## src/drive_input_regs.svh

```systemverilog
// Register offsets, field codes, reset values and timing figures of the
// multifunction input terminal controller.
// Assumes a 5-bit register address and 16-bit register data.
`ifndef DRIVE_INPUT_REGS_SVH
`define DRIVE_INPUT_REGS_SVH
// ****************************************
// Register offsets
// ****************************************
`define A_FSEL_BASE 5'h00
`define A_NC_SEL 5'h08
`define A_INCH_FREQ 5'h09
`define A_INCH_STOP 5'h0A
`define A_START_FREQ 5'h0B
`define A_DCB_FORCE 5'h0C
`define A_DCB_WAIT 5'h0D
`define A_DCB_TIME 5'h0E
`define A_RAMP_CFG 5'h0F
`define A_ACC2_FREQ 5'h10
`define A_DEC2_FREQ 5'h11
`define A_ACC3_FREQ 5'h12
`define A_DEC3_FREQ 5'h13
`define A_STATUS 5'h14
// ****************************************
// Terminal function codes
// ****************************************
`define FN_REV 6'h01
`define FN_INCH 6'h06
`define FN_DCB 6'h07
`define FN_SECOND_SETUP_SELECT 6'h08
`define FN_RAMP2 6'h09
`define FN_RAMP3 6'h0A
// ****************************************
// Field codes and reset values
// ****************************************
`define STOP_COAST 2'h0
`define STOP_DECEL 2'h1
`define STOP_BRAKE 2'h2
`define CFG_M2_BIT 0
`define CFG_M3_BIT 1
`define FSEL_RST {6'h01, 6'h02, 6'h03, 6'h09, 6'h0B, 6'h06, 6'h10, 6'h11}
`define INCH_FREQ_RST 16'h0000
`define INCH_FREQ_MAX 16'h03E8
`define START_FREQ_RST 16'h0032
`define INCH_STOP_RST 2'h0
// ****************************************
// Timing
// ****************************************
`define CLK_PERIOD_NS 100
`define DCB_UNIT_NS 100000000
`define FILT_CYCLES_DEF 4
`endif

```

## src/drive_input_pkg.sv

```systemverilog
// Types shared by the terminal controller and its two helper modules.
// Assumes nothing beyond a SystemVerilog compiler.
package drive_input_pkg;
  // Inching sequence, Gray along idle -> run -> hold
  typedef enum logic [1:0] {JOG_IDLE = 2'b00, JOG_RUN = 2'b01, JOG_HOLD = 2'b11} jog_state_e;
  // Braking sequence, Gray along idle -> wait -> brake
  typedef enum logic [1:0] {BRK_IDLE = 2'b00, BRK_WAIT = 2'b01, BRK_ON = 2'b11} brk_state_e;
  // State of one terminal conditioner
  typedef struct packed {
    logic [1:0] sync;
    logic [3:0] cnt;
    logic stable;
  } filt_s;
  // State of the braking sequencer
  typedef struct packed {
    brk_state_e st;
    logic timed;
    logic [7:0] cnt;
  } brk_s;
  // State of the main controller
  typedef struct packed {
    jog_state_e jog;
    logic [1:0] stop_held;
    logic run_q;
    logic [7:0][5:0] fsel;
    logic [8:0] nc;
    logic [15:0] inch_f;
    logic [15:0] start_f;
    logic [1:0] inch_stop;
    logic [7:0] dcb_force;
    logic [7:0] dcb_wait;
    logic [7:0] dcb_time;
    logic m2;
    logic m3;
    logic [15:0] acc2;
    logic [15:0] dec2;
    logic [15:0] acc3;
    logic [15:0] dec3;
    logic [15:0] rdata;
    logic [15:0] freq_cmd;
    logic [19:0] tick_cnt;
    logic tick;
    logic second_setup_select;
    logic [1:0] stage;
  } ctl_s;
endpackage

```

## src/term_filter.sv

```systemverilog
// One terminal conditioner: two-stage synchroniser, stability filter and
// contact-type inversion.
// Assumes the pin is high while its contact is closed.
`timescale 1ns/1ps
`include "drive_input_regs.svh"
module term_filter
  import drive_input_pkg::*;
#(
  parameter int FILT_CYCLES = `FILT_CYCLES_DEF
) (
  input wire logic mclk_i,
  input wire logic reset_i,
  input wire logic ce_i,
  input wire logic pin_i,
  input wire logic nc_i,
  output logic active_o
);
  filt_s c; // Registered state
  filt_s n; // Next state

  // ****************************************
  // Next state
  // ****************************************
  // Only sync[1] feeds the filter; sync[0] may be metastable
  always_comb begin
    n = c;
    n.sync = {c.sync[0], pin_i};
    if (c.sync[1] == c.stable) begin
      n.cnt = 4'h0;
    end else if (c.cnt == 4'(FILT_CYCLES - 1)) begin
      // Held long enough: accept the new level
      n.stable = c.sync[1];
      n.cnt = 4'h0;
    end else begin
      n.cnt = 4'(c.cnt + 4'h1);
    end
  end

  // Register with freeze on clock enable
  always_ff @(posedge mclk_i) begin
    if (reset_i) begin
      c <= '0;
    end else if (ce_i) begin
      c <= n;
    end
  end

  // Closed is active for normally open, open is active otherwise
  assign active_o = c.stable ^ nc_i;
endmodule

```

## src/dc_brake_seq.sv

```systemverilog
// DC braking sequencer: optional coast wait with output cut, then braking,
// either held by a terminal or timed from a start pulse.
// Assumes tick_i is a one-cycle pulse every 0.1 s on the same clock.
`timescale 1ns/1ps
module dc_brake_seq
  import drive_input_pkg::*;
(
  input wire logic mclk_i,
  input wire logic reset_i,
  input wire logic ce_i,
  input wire logic tick_i,
  input wire logic hold_i,
  input wire logic start_i,
  input wire logic [7:0] wait_i,
  input wire logic [7:0] time_i,
  output logic cut_o,
  output logic brake_o
);
  brk_s c; // Registered state
  brk_s n; // Next state
  logic [7:0] cnt_inc; // Count plus one tick

  assign cnt_inc = 8'(c.cnt + 8'h01);

  // ****************************************
  // Sequence
  // ****************************************
  always_comb begin
    n = c;
    unique case (c.st)
      BRK_IDLE: begin
        if (hold_i || start_i) begin
          // Terminal hold wins over a timed start in the same cycle
          n.timed = !hold_i;
          n.cnt = 8'h00;
          n.st = (wait_i == 8'h00) ? BRK_ON : BRK_WAIT;
        end
      end
      BRK_WAIT: begin
        if (!c.timed && !hold_i) begin
          n.st = BRK_IDLE;
        end else if (tick_i) begin
          n.cnt = cnt_inc;
          if (cnt_inc >= wait_i) begin
            n.st = BRK_ON;
            n.cnt = 8'h00;
          end
        end
      end
      BRK_ON: begin
        if (!c.timed && !hold_i) begin
          n.st = BRK_IDLE;
        end else if (c.timed && tick_i) begin
          n.cnt = cnt_inc;
          if (cnt_inc >= time_i) begin
            n.st = BRK_IDLE;
          end
        end
      end
      default: begin
        n.st = BRK_IDLE;
      end
    endcase
  end

  // Register with freeze on clock enable
  always_ff @(posedge mclk_i) begin
    if (reset_i) begin
      c <= '0;
    end else if (ce_i) begin
      c <= n;
    end
  end

  // Output stays cut while the motor coasts through the wait
  assign cut_o = (c.st == BRK_WAIT);
  assign brake_o = (c.st == BRK_ON);
endmodule

```

## src/drive_input_function_control.sv

```systemverilog
// Multifunction input terminal controller: inching run, terminal DC braking,
// second parameter set and second/third ramp stage selection.
// Assumes a same-clock ramp generator supplies output frequency and direction.
//
// Added by the designer: the address-and-strobe port and the register addresses.
`timescale 1ns/1ps
`include "drive_input_regs.svh"
// Contract
// - inching needs inching terminal and terminal run
// - inching frequency 0.00 to 10.00 Hz, reset zero
// - no inching at start frequency or zero
// - inching end: coast, decelerate or DC brake
// - inching frequency applied directly, no ramp
// - function 06 gives inching, third terminal default
// - function 7 terminal switches DC braking directly
// - braking strength from DC braking force
// - nonzero wait: cut output, then brake
// - function 8 selects second parameter set
// - second set covers all motor parameters
// - function 09 selects second ramp times
// - second-ramp terminal honoured only with method 0
// - method 1 switches second ramp at frequencies
// - function 10 selects third ramp times
// - third terminal method 0, automatic method 1
// - contact type sets active level
module drive_input_function_control
  import drive_input_pkg::*;
#(
  parameter int TICK_CYCLES = `DCB_UNIT_NS / `CLK_PERIOD_NS,
  parameter int FILT_CYCLES = `FILT_CYCLES_DEF
) (
  input wire logic mclk_i,
  input wire logic reset_i,
  input wire logic ce_i,
  input wire logic [7:0] term_pin_i,
  input wire logic forward_run_input_i,
  input wire logic [4:0] addr_i,
  input wire logic [15:0] wdata_i,
  input wire logic wr_i,
  input wire logic rd_i,
  output logic [15:0] rdata_o,
  input wire logic [15:0] out_freq_i,
  input wire logic decelerating_i,
  output logic inching_active_o,
  output logic no_ramp_o,
  output logic [15:0] freq_cmd_o,
  output logic output_cut_o,
  output logic ramp_down_stop_o,
  output logic dc_brake_o,
  output logic [7:0] dc_brake_force_o,
  output logic setup2_o,
  output logic [1:0] ramp_stage_o
);
  // ****************************************
  // Declarations
  // ****************************************
  ctl_s c; // Registered state
  ctl_s n; // Next state
  logic [8:0] act; // Conditioned terminals, bit 8 is forward run
  logic inch_term; // Inching terminal active
  logic brake_term; // External braking terminal active
  logic second_setup_select_term; // Second setup terminal active
  logic ramp2_term; // Second ramp terminal active
  logic ramp3_term; // Third ramp terminal active
  logic rev_term; // Reverse run terminal active
  logic run_cmd; // Net run command
  logic run_rise; // First cycle of a run command
  logic inch_valid; // Inching frequency usable
  logic inch_end; // Inching run must stop now
  logic brk_start; // Timed braking at inching stop
  logic brk_cut; // Braking sequencer cuts output
  logic brk_on; // Braking sequencer brakes
  logic stage2; // Second ramp wanted
  logic stage3; // Third ramp wanted

  // ****************************************
  // Terminal conditioning
  // ****************************************
  // One conditioner per pin, each with its own contact type
  for (genvar k = 0; k < 9; k++) begin : g_term
    term_filter #(
      .FILT_CYCLES(FILT_CYCLES)
    ) u_filt (
      .mclk_i(mclk_i),
      .reset_i(reset_i),
      .ce_i(ce_i),
      .pin_i((k == 8) ? forward_run_input_i : term_pin_i[k % 8]),
      .nc_i(c.nc[k]),
      .active_o(act[k])
    );
  end

  // Any active terminal carrying the given function code
  function automatic logic fn_hit(input logic [7:0][5:0] sel, input logic [7:0] a,
                                  input logic [5:0] code);
    logic hit;
    hit = 1'b0;
    for (int k = 0; k < 8; k++) begin
      if (a[k] && sel[k] == code) begin
        hit = 1'b1;
      end
    end
    return hit;
  endfunction

  assign inch_term = fn_hit(c.fsel, act[7:0], `FN_INCH);
  assign brake_term = fn_hit(c.fsel, act[7:0], `FN_DCB);
  assign second_setup_select_term = fn_hit(c.fsel, act[7:0], `FN_SECOND_SETUP_SELECT);
  assign ramp2_term = fn_hit(c.fsel, act[7:0], `FN_RAMP2);
  assign ramp3_term = fn_hit(c.fsel, act[7:0], `FN_RAMP3);
  assign rev_term = fn_hit(c.fsel, act[7:0], `FN_REV);

  // Forward and reverse together count as a stop
  assign run_cmd = act[8] ^ rev_term;
  assign run_rise = run_cmd && !c.run_q;
  assign inch_valid = (c.inch_f != 16'h0000) && (c.inch_f != c.start_f);
  assign inch_end = !run_cmd || !inch_term || !inch_valid;
  assign brk_start = (c.jog == JOG_RUN) && inch_end && (c.inch_stop == `STOP_BRAKE) && ce_i;

  // ****************************************
  // Ramp stage selection
  // ****************************************
  // Automatic changeover compares against the frequency for the present direction
  assign stage2 = c.m2 ? (decelerating_i ? out_freq_i >= c.dec2 : out_freq_i >= c.acc2)
                       : ramp2_term;
  assign stage3 = c.m3 ? (decelerating_i ? out_freq_i >= c.dec3 : out_freq_i >= c.acc3)
                       : ramp3_term;

  // ****************************************
  // Braking sequencer
  // ****************************************
  dc_brake_seq u_brake (
    .mclk_i(mclk_i),
    .reset_i(reset_i),
    .ce_i(ce_i),
    .tick_i(c.tick),
    .hold_i(brake_term),
    .start_i(brk_start),
    .wait_i(c.dcb_wait),
    .time_i(c.dcb_time),
    .cut_o(brk_cut),
    .brake_o(brk_on)
  );

  // ****************************************
  // Next state
  // ****************************************
  always_comb begin
    n = c;
    n.run_q = run_cmd;
    // 0.1 s time base for the braking periods
    n.tick = (c.tick_cnt == 20'(TICK_CYCLES - 1));
    n.tick_cnt = n.tick ? 20'h0_0000 : 20'(c.tick_cnt + 20'h0_0001);
    // Register writes
    if (wr_i) begin
      if (addr_i < `A_NC_SEL) begin
        n.fsel[addr_i[2:0]] = wdata_i[5:0];
      end
      unique case (addr_i)
        `A_NC_SEL: n.nc = wdata_i[8:0];
        // Out-of-range inching frequency saturates at the ceiling
        `A_INCH_FREQ: n.inch_f = (wdata_i > `INCH_FREQ_MAX) ? `INCH_FREQ_MAX : wdata_i;
        `A_INCH_STOP: n.inch_stop = (wdata_i[1:0] == 2'h3) ? c.inch_stop : wdata_i[1:0];
        `A_START_FREQ: n.start_f = wdata_i;
        `A_DCB_FORCE: n.dcb_force = wdata_i[7:0];
        `A_DCB_WAIT: n.dcb_wait = wdata_i[7:0];
        `A_DCB_TIME: n.dcb_time = wdata_i[7:0];
        `A_RAMP_CFG: begin
          n.m2 = wdata_i[`CFG_M2_BIT];
          n.m3 = wdata_i[`CFG_M3_BIT];
        end
        `A_ACC2_FREQ: n.acc2 = wdata_i;
        `A_DEC2_FREQ: n.dec2 = wdata_i;
        `A_ACC3_FREQ: n.acc3 = wdata_i;
        `A_DEC3_FREQ: n.dec3 = wdata_i;
        default: begin
          // Function selects, status and holes take no write here
        end
      endcase
    end
    // Register reads, data stand one cycle after the strobe only
    n.rdata = 16'h0000;
    if (rd_i) begin
      if (addr_i < `A_NC_SEL) begin
        n.rdata = {10'h000, c.fsel[addr_i[2:0]]};
      end
      unique case (addr_i)
        `A_NC_SEL: n.rdata = {7'h00, c.nc};
        `A_INCH_FREQ: n.rdata = c.inch_f;
        `A_INCH_STOP: n.rdata = {14'h0000, c.inch_stop};
        `A_START_FREQ: n.rdata = c.start_f;
        `A_DCB_FORCE: n.rdata = {8'h00, c.dcb_force};
        `A_DCB_WAIT: n.rdata = {8'h00, c.dcb_wait};
        `A_DCB_TIME: n.rdata = {8'h00, c.dcb_time};
        `A_RAMP_CFG: n.rdata = {14'h0000, c.m3, c.m2};
        `A_ACC2_FREQ: n.rdata = c.acc2;
        `A_DEC2_FREQ: n.rdata = c.dec2;
        `A_ACC3_FREQ: n.rdata = c.acc3;
        `A_DEC3_FREQ: n.rdata = c.dec3;
        `A_STATUS: n.rdata = {act[7:0], 1'b0, run_cmd, c.stage, c.second_setup_select, brk_on, output_cut_o,
                              inching_active_o};
        default: begin
          // Unmapped and select addresses keep the value above
        end
      endcase
    end
    // Inching sequence
    unique case (c.jog)
      JOG_IDLE: begin
        // Inching terminal must already be on when run rises
        if (run_rise && inch_term && inch_valid) begin
          n.jog = JOG_RUN;
        end
      end
      JOG_RUN: begin
        if (inch_end) begin
          n.jog = JOG_HOLD;
          n.stop_held = c.inch_stop;
        end
      end
      JOG_HOLD: begin
        // Coast or decelerating stop holds until the next run command
        if (run_rise) begin
          n.jog = (inch_term && inch_valid) ? JOG_RUN : JOG_IDLE;
        end
      end
      default: begin
        n.jog = JOG_IDLE;
      end
    endcase
    // Inching frequency goes straight out, the ramp is bypassed
    n.freq_cmd = (n.jog == JOG_RUN) ? c.inch_f : 16'h0000;
    // Parameter set follows the terminal; the user keeps it stopped
    n.second_setup_select = second_setup_select_term;
    // Third stage wins when both are asked for
    n.stage = stage3 ? 2'h2 : (stage2 ? 2'h1 : 2'h0);
  end

  // ****************************************
  // State register
  // ****************************************
  // Synchronous reset loads documented defaults; low enable freezes all
  always_ff @(posedge mclk_i) begin
    if (reset_i) begin
      c <= '0;
      c.fsel <= `FSEL_RST;
      c.inch_f <= `INCH_FREQ_RST;
      c.start_f <= `START_FREQ_RST;
      c.inch_stop <= `INCH_STOP_RST;
    end else if (ce_i) begin
      c <= n;
    end
  end

  // ****************************************
  // Outputs
  // ****************************************
  assign rdata_o = c.rdata;
  assign inching_active_o = (c.jog == JOG_RUN);
  assign no_ramp_o = (c.jog == JOG_RUN);
  assign freq_cmd_o = c.freq_cmd;
  assign output_cut_o = ((c.jog == JOG_HOLD) && (c.stop_held == `STOP_COAST)) || brk_cut;
  assign ramp_down_stop_o = (c.jog == JOG_HOLD) && (c.stop_held == `STOP_DECEL);
  assign dc_brake_o = brk_on;
  assign dc_brake_force_o = brk_on ? c.dcb_force : 8'h00;
  assign setup2_o = c.second_setup_select;
  assign ramp_stage_o = c.stage;
endmodule

```

## config.mk

```make
export PLATFORM = sky130hd
export DESIGN_NAME = drive_input_function_control
export DESIGN_NICKNAME = d
export VERILOG_FILES = /design/src/drive_input_pkg.sv /design/src/term_filter.sv /design/src/dc_brake_seq.sv /design/src/drive_input_function_control.sv
export VERILOG_INCLUDE_DIRS = /design/src
export SDC_FILE = /design/constraint.sdc
export NUM_CORES = 1
export LEC_CHECK = 0
export BUFFER_PORTS_ARGS = -buffer_cell sky130_fd_sc_hd__buf_2
export CORE_UTILIZATION = 30
export DETAILED_ROUTE_END_ITERATION = 10
export HOLD_SLACK_MARGIN = 0.1
export MAX_ROUTING_LAYER = met4
export PLACE_DENSITY = 0.47
export SLEW_MARGIN = 15
export SYNTH_ARGS = -nofsm -noshare
export SYNTH_HDL_FRONTEND = slang
export SYNTH_SLANG_ARGS = --single-unit
export TNS_END_PERCENT = 20
```

## constraint.sdc

```tcl
create_clock -name mclk_i -period 3.8 [get_ports mclk_i]
set_input_delay 0.76 -clock mclk_i [delete_from_list [all_inputs] [get_ports mclk_i]]
set_output_delay 0.76 -clock mclk_i [all_outputs]
set_load 0.02 [all_outputs]
```

# Yosys cells after proc, flatten, opt, wreduce, memory -nomap -nowiden
# Cells that the tools add are included.
# Widths: inputs -> output; s select.
[totals]
inputBits = 52
out_inout_bits = 48
register_bits = 316
[classes]
n_bitwise = 20
n_addsub = 11
muxes = 104
n_reduce_logical = 103
n_lt_le_gt_ge = 10
eq_ne = 98
[ops]
columns = ["operator", "count"]
rows = [
  ["$pmux 16 s13", 1],
  ["$eq 6x4->1 const B", 24],
  ["$eq 6x3->1 const B", 16],
  ["$mux 4", 19],
  ["$reduce_and 3->1", 23],
  ["$ge 16x16->1", 4],
  ["$logic_and 1x1->1", 61],
  ["$mux 1", 54],
  ["$bwmux 48", 1],
  ["$eq 6x1->1 const B", 8],
  ["$mux 16", 3],
  ["$mux 8", 6],
  ["$eq 5x4->1 const B", 8],
  ["$add 4x1->4 const B", 9],
  ["$eq 4x2->1 const B", 9],
  ["$eq 5x5->1 const B", 5],
  ["$pmux 8 s3", 1],
  ["$add 20x1->20 const B", 1],
  ["$eq 20x20->1 const B", 1],
  ["$mux 2", 10],
  ["$mux 20", 1],
  ["$bmux 6 s3", 1],
  ["$demux 6 s3", 1],
  ["$mux 6", 3],
  ["other kinds (27)", 76],
]

# Logic depth before layout (Yosys ltp)
[depth]
word_depth = 20
depth_mapped = 12

# Cells and area by module
# A second synthesis with hierarchy kept.
[unflattened]
hier_cells = 2017
hier_area_um2 = 17210.3
[modules_own_cells]
columns = ["mod", "n_inst", "area_each_um2", "cells_per_inst"]
rows = [
  ["drive_input_function_control", 1, 12932.4, 1551],
  ["term_filter", 9, 354.1, 36],
  ["dc_brake_seq", 1, 1091.0, 142],
]

# Worst setup path after synthesis
# Ideal clock, no wire load.
[synth_path]
kind = "register to register"
start = "register u_brake.c[0] in the netlist's numbering"
end = "register u_brake.c[1] in the netlist's numbering"
synth_period_minus_slack_ns = 2.891
t_required_ns = 3.724
path_buffers = 0
setup_time_ns = 0.076
t_arrival_ns = 2.814
slack_ns = 0.909
path_stages_with_launch = 13
cell_sequence = "dfxtp_1 ha_1 and3_1 nand3_1 xnor2_1 ha_1 o21ai_0 or3_1 nor4_1 a2111o_1 a211oi_1 o2bb2a_1 o21ai_0"
[synth_via]
elab_chain_cells = 6
[synth_rtl]
columns = ["item", "line_no", "source"]
rows = [
  ["from (decl)", "dc_brake_seq.sv:19", "brk_s c;"],
  ["from (signal assigned)", "dc_brake_seq.sv:71", "c <= n;"],
  ["$add 8x1->8 *", "dc_brake_seq.sv:23", "assign cnt_inc = 8'(c.cnt + 8'h01);"],
  ["$ge 8x8->1", "dc_brake_seq.sv:44", "if (cnt_inc >= wait_i) begin"],
  ["$mux 8", "dc_brake_seq.sv:44", ""],
  ["$mux 8", "dc_brake_seq.sv:42", "end else if (tick_i) begin"],
  ["$mux 8", "dc_brake_seq.sv:40", "if (!c.timed && !hold_i) begin"],
  ["$pmux 8 s3 *", "dc_brake_seq.sv:30", "unique case (c.st)"],
]
# Every way passes the cells marked *; elsewhere a longest branch is shown, timed or not. The select of a mux whose other input is x is not followed.
# A chain may end at the register's enable or synchronous reset.

# Worst setup path after layout
[layout_path]
start = "register u_brake.c[0] in the netlist's numbering"
end = "register u_brake.c[2] in the netlist's numbering"
# The elaborated chain is that of the path after synthesis.

==> run metrics <==
Routed WL per cell 21.4 um; Clock Skew 0.0211 ns; final-report setup violation count 0; RSZ-0062 raised after global routing false; top cell type's share of synthesized area approximately 38%; Worst setup EP type flop; Initial DRC Count 1365; site row count 86; worst-path maximum fanout 7; Worst Tran Pin Value 0.993 ns; internal power ~6000 uW; WP data arrival 3.94 ns; number of enable flip-flop cells after synthesis 0; power share of the sequential group 43.8%; most frequent cells in the layout 316 x dfxtp_1, 310 x nand2_1, 192 x a21oi_1; Compound-Gate Fraction of Synth Area 17.0%; Final Max Tran Viols 0; Placer Congestion around 0.95; FFs w/ async S/R, synth 0%; Pre-Repair DR Iteration Count 5; final net count 2225; PwrDens 400 mW/mm^2; highest clock rate 287 MHz; worst hold path type primary input to flop; XOR/XNOR share of the synthesized area 3.55%; CTS HTree Levels 2; Clock Sinks 316; Worst-Skew Late Latency roughly 0.57 ns; WHS Path Cells 3; largest net degree at the start of global routing 82; Gate power share 6.4%; r2r worst-path depth 12; number of synthesized register bits around 320; post-synthesis adder-cell area fraction 6.84%; Via density 5.33; Seq/Total Area, Yosys 37.7%; Die Area 0.0569 mm^2; Slew HR 33.6%; Post-Synthesis Cells 2032; via count 15200; CTS tree built; Diodes inserted 0; largest family of logic cells by synthesized area simple AND/OR/NAND/NOR gates; Simple-Gate Fraction of Synth Area between 20% and 30%; post-synthesis mux area share 5.72%; startpoint types flop; Cell Area, Synth around 0.017 mm^2; detailed placer's ending HPWL 45000 um; leading post-synthesis cells by cell area dfxtp_1 38%, nand2_1 6.9%, ha_1 6.8%, a21oi_1 5.7%, nor2_1 4.2%; # Max-Cap Violations 0; Ys Warns 0; Hold Slack 0.439 ns; commonest non-fill, non-tap cell in the layout dfxtp_1; Die Span X roughly 240 um; Post-Syn Nets 2175; CTS Buf Count 37; cell taking the most area after synthesis dfxtp_1; share of layout cells above drive strength 1 12.3%; CTS max path bufs 3; post-route ant nets 0; sw power 1880 uW; count of cell types in the netlist 78; Resized Gates After CTS 0; top_reg_cell synth dfxtp_1; critical path class flop to flop; number of global-route vias before repair 14500; global-route wire length before repair slightly above 90000 um; GR Overflow Total 0; Sum Neg Setup Slack 0 ns; die height 239 um; Post-CTS Setup Repair Bufs 0; clock slew at reported path FFs 0.06 ns; routed wire length 61000 um; core box area 0.0552 mm^2; # fillers slightly below 6000; sw frac 24.4%; Tmin final about 3.5 ns; Post-route DRC 0; Total Routing Usage GR 21.9%; # IOs 100; hold buffer count at CTS 0; IO Port Bufs 99; Area growth, synth to finish 14.8%; initial antenna violation count 0; worst vdd ir 0.348 mV; final hold vios 0; period utilisation layout 91.7%; Worst EP required 4.26 ns; post-synthesis area per instance between 8 and 9 um^2; power share of the clock group between 40% and 50%; LEAKAGE 0.00723 uW; Starting Density 30.4%; status finished clean; CTS root buf clkbuf_16
==> power groups by stage <==
stage                     clock network, uW  registers, uW  logic (uW)
after floorplan                           0           3430         304
after global placement                    0           3450         481
after detailed placement                  0           3450         488
after CTS                              3920           3370         490
after global routing                   4050           3380         536
final                                  3840           3370         490
==> metrics by stage <==
stage	cells	total power, uW	instance area (um^2)	util, %	setup WS, ns
floorplan	2032	3740	16800	-	0.909
global placement	2791	3930	18000	32.5	0.456
detailed placement	2791	3930	18000	32.5	0.374
CTS	2858	7780	19300	34.9	0.336
global route	2858	7960	19300	34.9	0.0388
finish	2858	7710	19300	34.9	0.317
==> layer usage <==
metal	vias up	routed length, um	global-route usage, %
met5	-	0	-
met4	0	1650	6.59
met3	103	2930	2.84
met2	441	28900	35.8
met1	7366	27600	28.2
li1	7309	-	-
==> cell usage after synthesis, types with 4 or more instances <==
library cell  number
xnor2_1           22
nand3_1           55
nor2_1           187
nor4_1            34
ha_1              91
o21ai_0           45
a21oi_1          192
or2_2              4
mux2i_1           69
nand2b_1          16
inv_1             95
nor3b_1           17
or4_1              5
a222oi_1           6
a221oi_1          13
nor3_1            40
nor4b_1            4
a211oi_1          16
dfxtp_1          316
and3_1            22
a22o_1            23
nor2b_1           16
xor2_1            46
o311ai_0           4
nand4_1           29
a22o_2            10
and2_1             8
o211ai_1          10
mux4_2            12
buf_4             36
nand2_1          310
nand4b_1          18
o31ai_1            4
nand3b_1          13
a31oi_1            5
a21o_1            16
a2111oi_0          4
a211o_1           12
clkbuf_1          91
a22oi_1           46
==> final timing paths <==
check / start / to / slack, ns
worst min-delay path: term_pin_i[4] / g_term[4].u_filt.c[5] / 0.44
worst min register to register: rdata_o[8] / rdata_o[8] / 0.47
worst max register to register: u_brake.c[0] / u_brake.c[2] / 0.32
worst max-delay path: u_brake.c[0] / u_brake.c[2] / 0.32
==> final cells by class <==
| type | instances | area, um^2 | share of cell area, % |
|---|---|---|---|
| Timing Repair Buffer | 147 | 867 | 4.50 |
| Tap cell | 748 | 936 | 4.86 |
| Clock inverter | 16 | 188 | 0.974 |
| Multi-Input combinational cell | 1485 | 9470 | 49.2 |
| Inverter | 95 | 357 | 1.85 |
| Clock buffer | 51 | 1120 | 5.82 |
| Sequential cell | 316 | 6330 | 32.8 |
==> sequential cells by signal, summed over array words and instances (netlist names) <==
signal           flops
rdata_o             16
ramp_stage_o         2
g_term.u_filt.c     63
u_brake.c           11
setup2_o             1
freq_cmd_o          16
c                  207
==> kinds of logic (layout without fill, tap and decap cells) <==
family | count (synthesis) | count (layout)
buffers and inverters | 231 | 309
XOR/XNOR | 68 | 68
flip-flops | 316 | 316
AND/OR/NAND/NOR | 805 | 805
adder cells (fa/ha/maj) | 92 | 92
multiplexers | 81 | 81
AO/OA/AOI/OAI | 439 | 439
==> worst max-delay path: stages (launching register included) <==
cell and delay [ns]:
dfxtp_1 0.44, ha_1 0.27, and3_1 0.27, nand3_1 0.12
xnor2_1 0.33, ha_1 0.31, o21ai_0 0.20, or3_1 0.14
nor4_1 0.04, a2111o_1 0.53, a21oi_1 0.35, a21oi_1 0.13
a211oi_1 0.24
(Power assumes the default switching activity.)
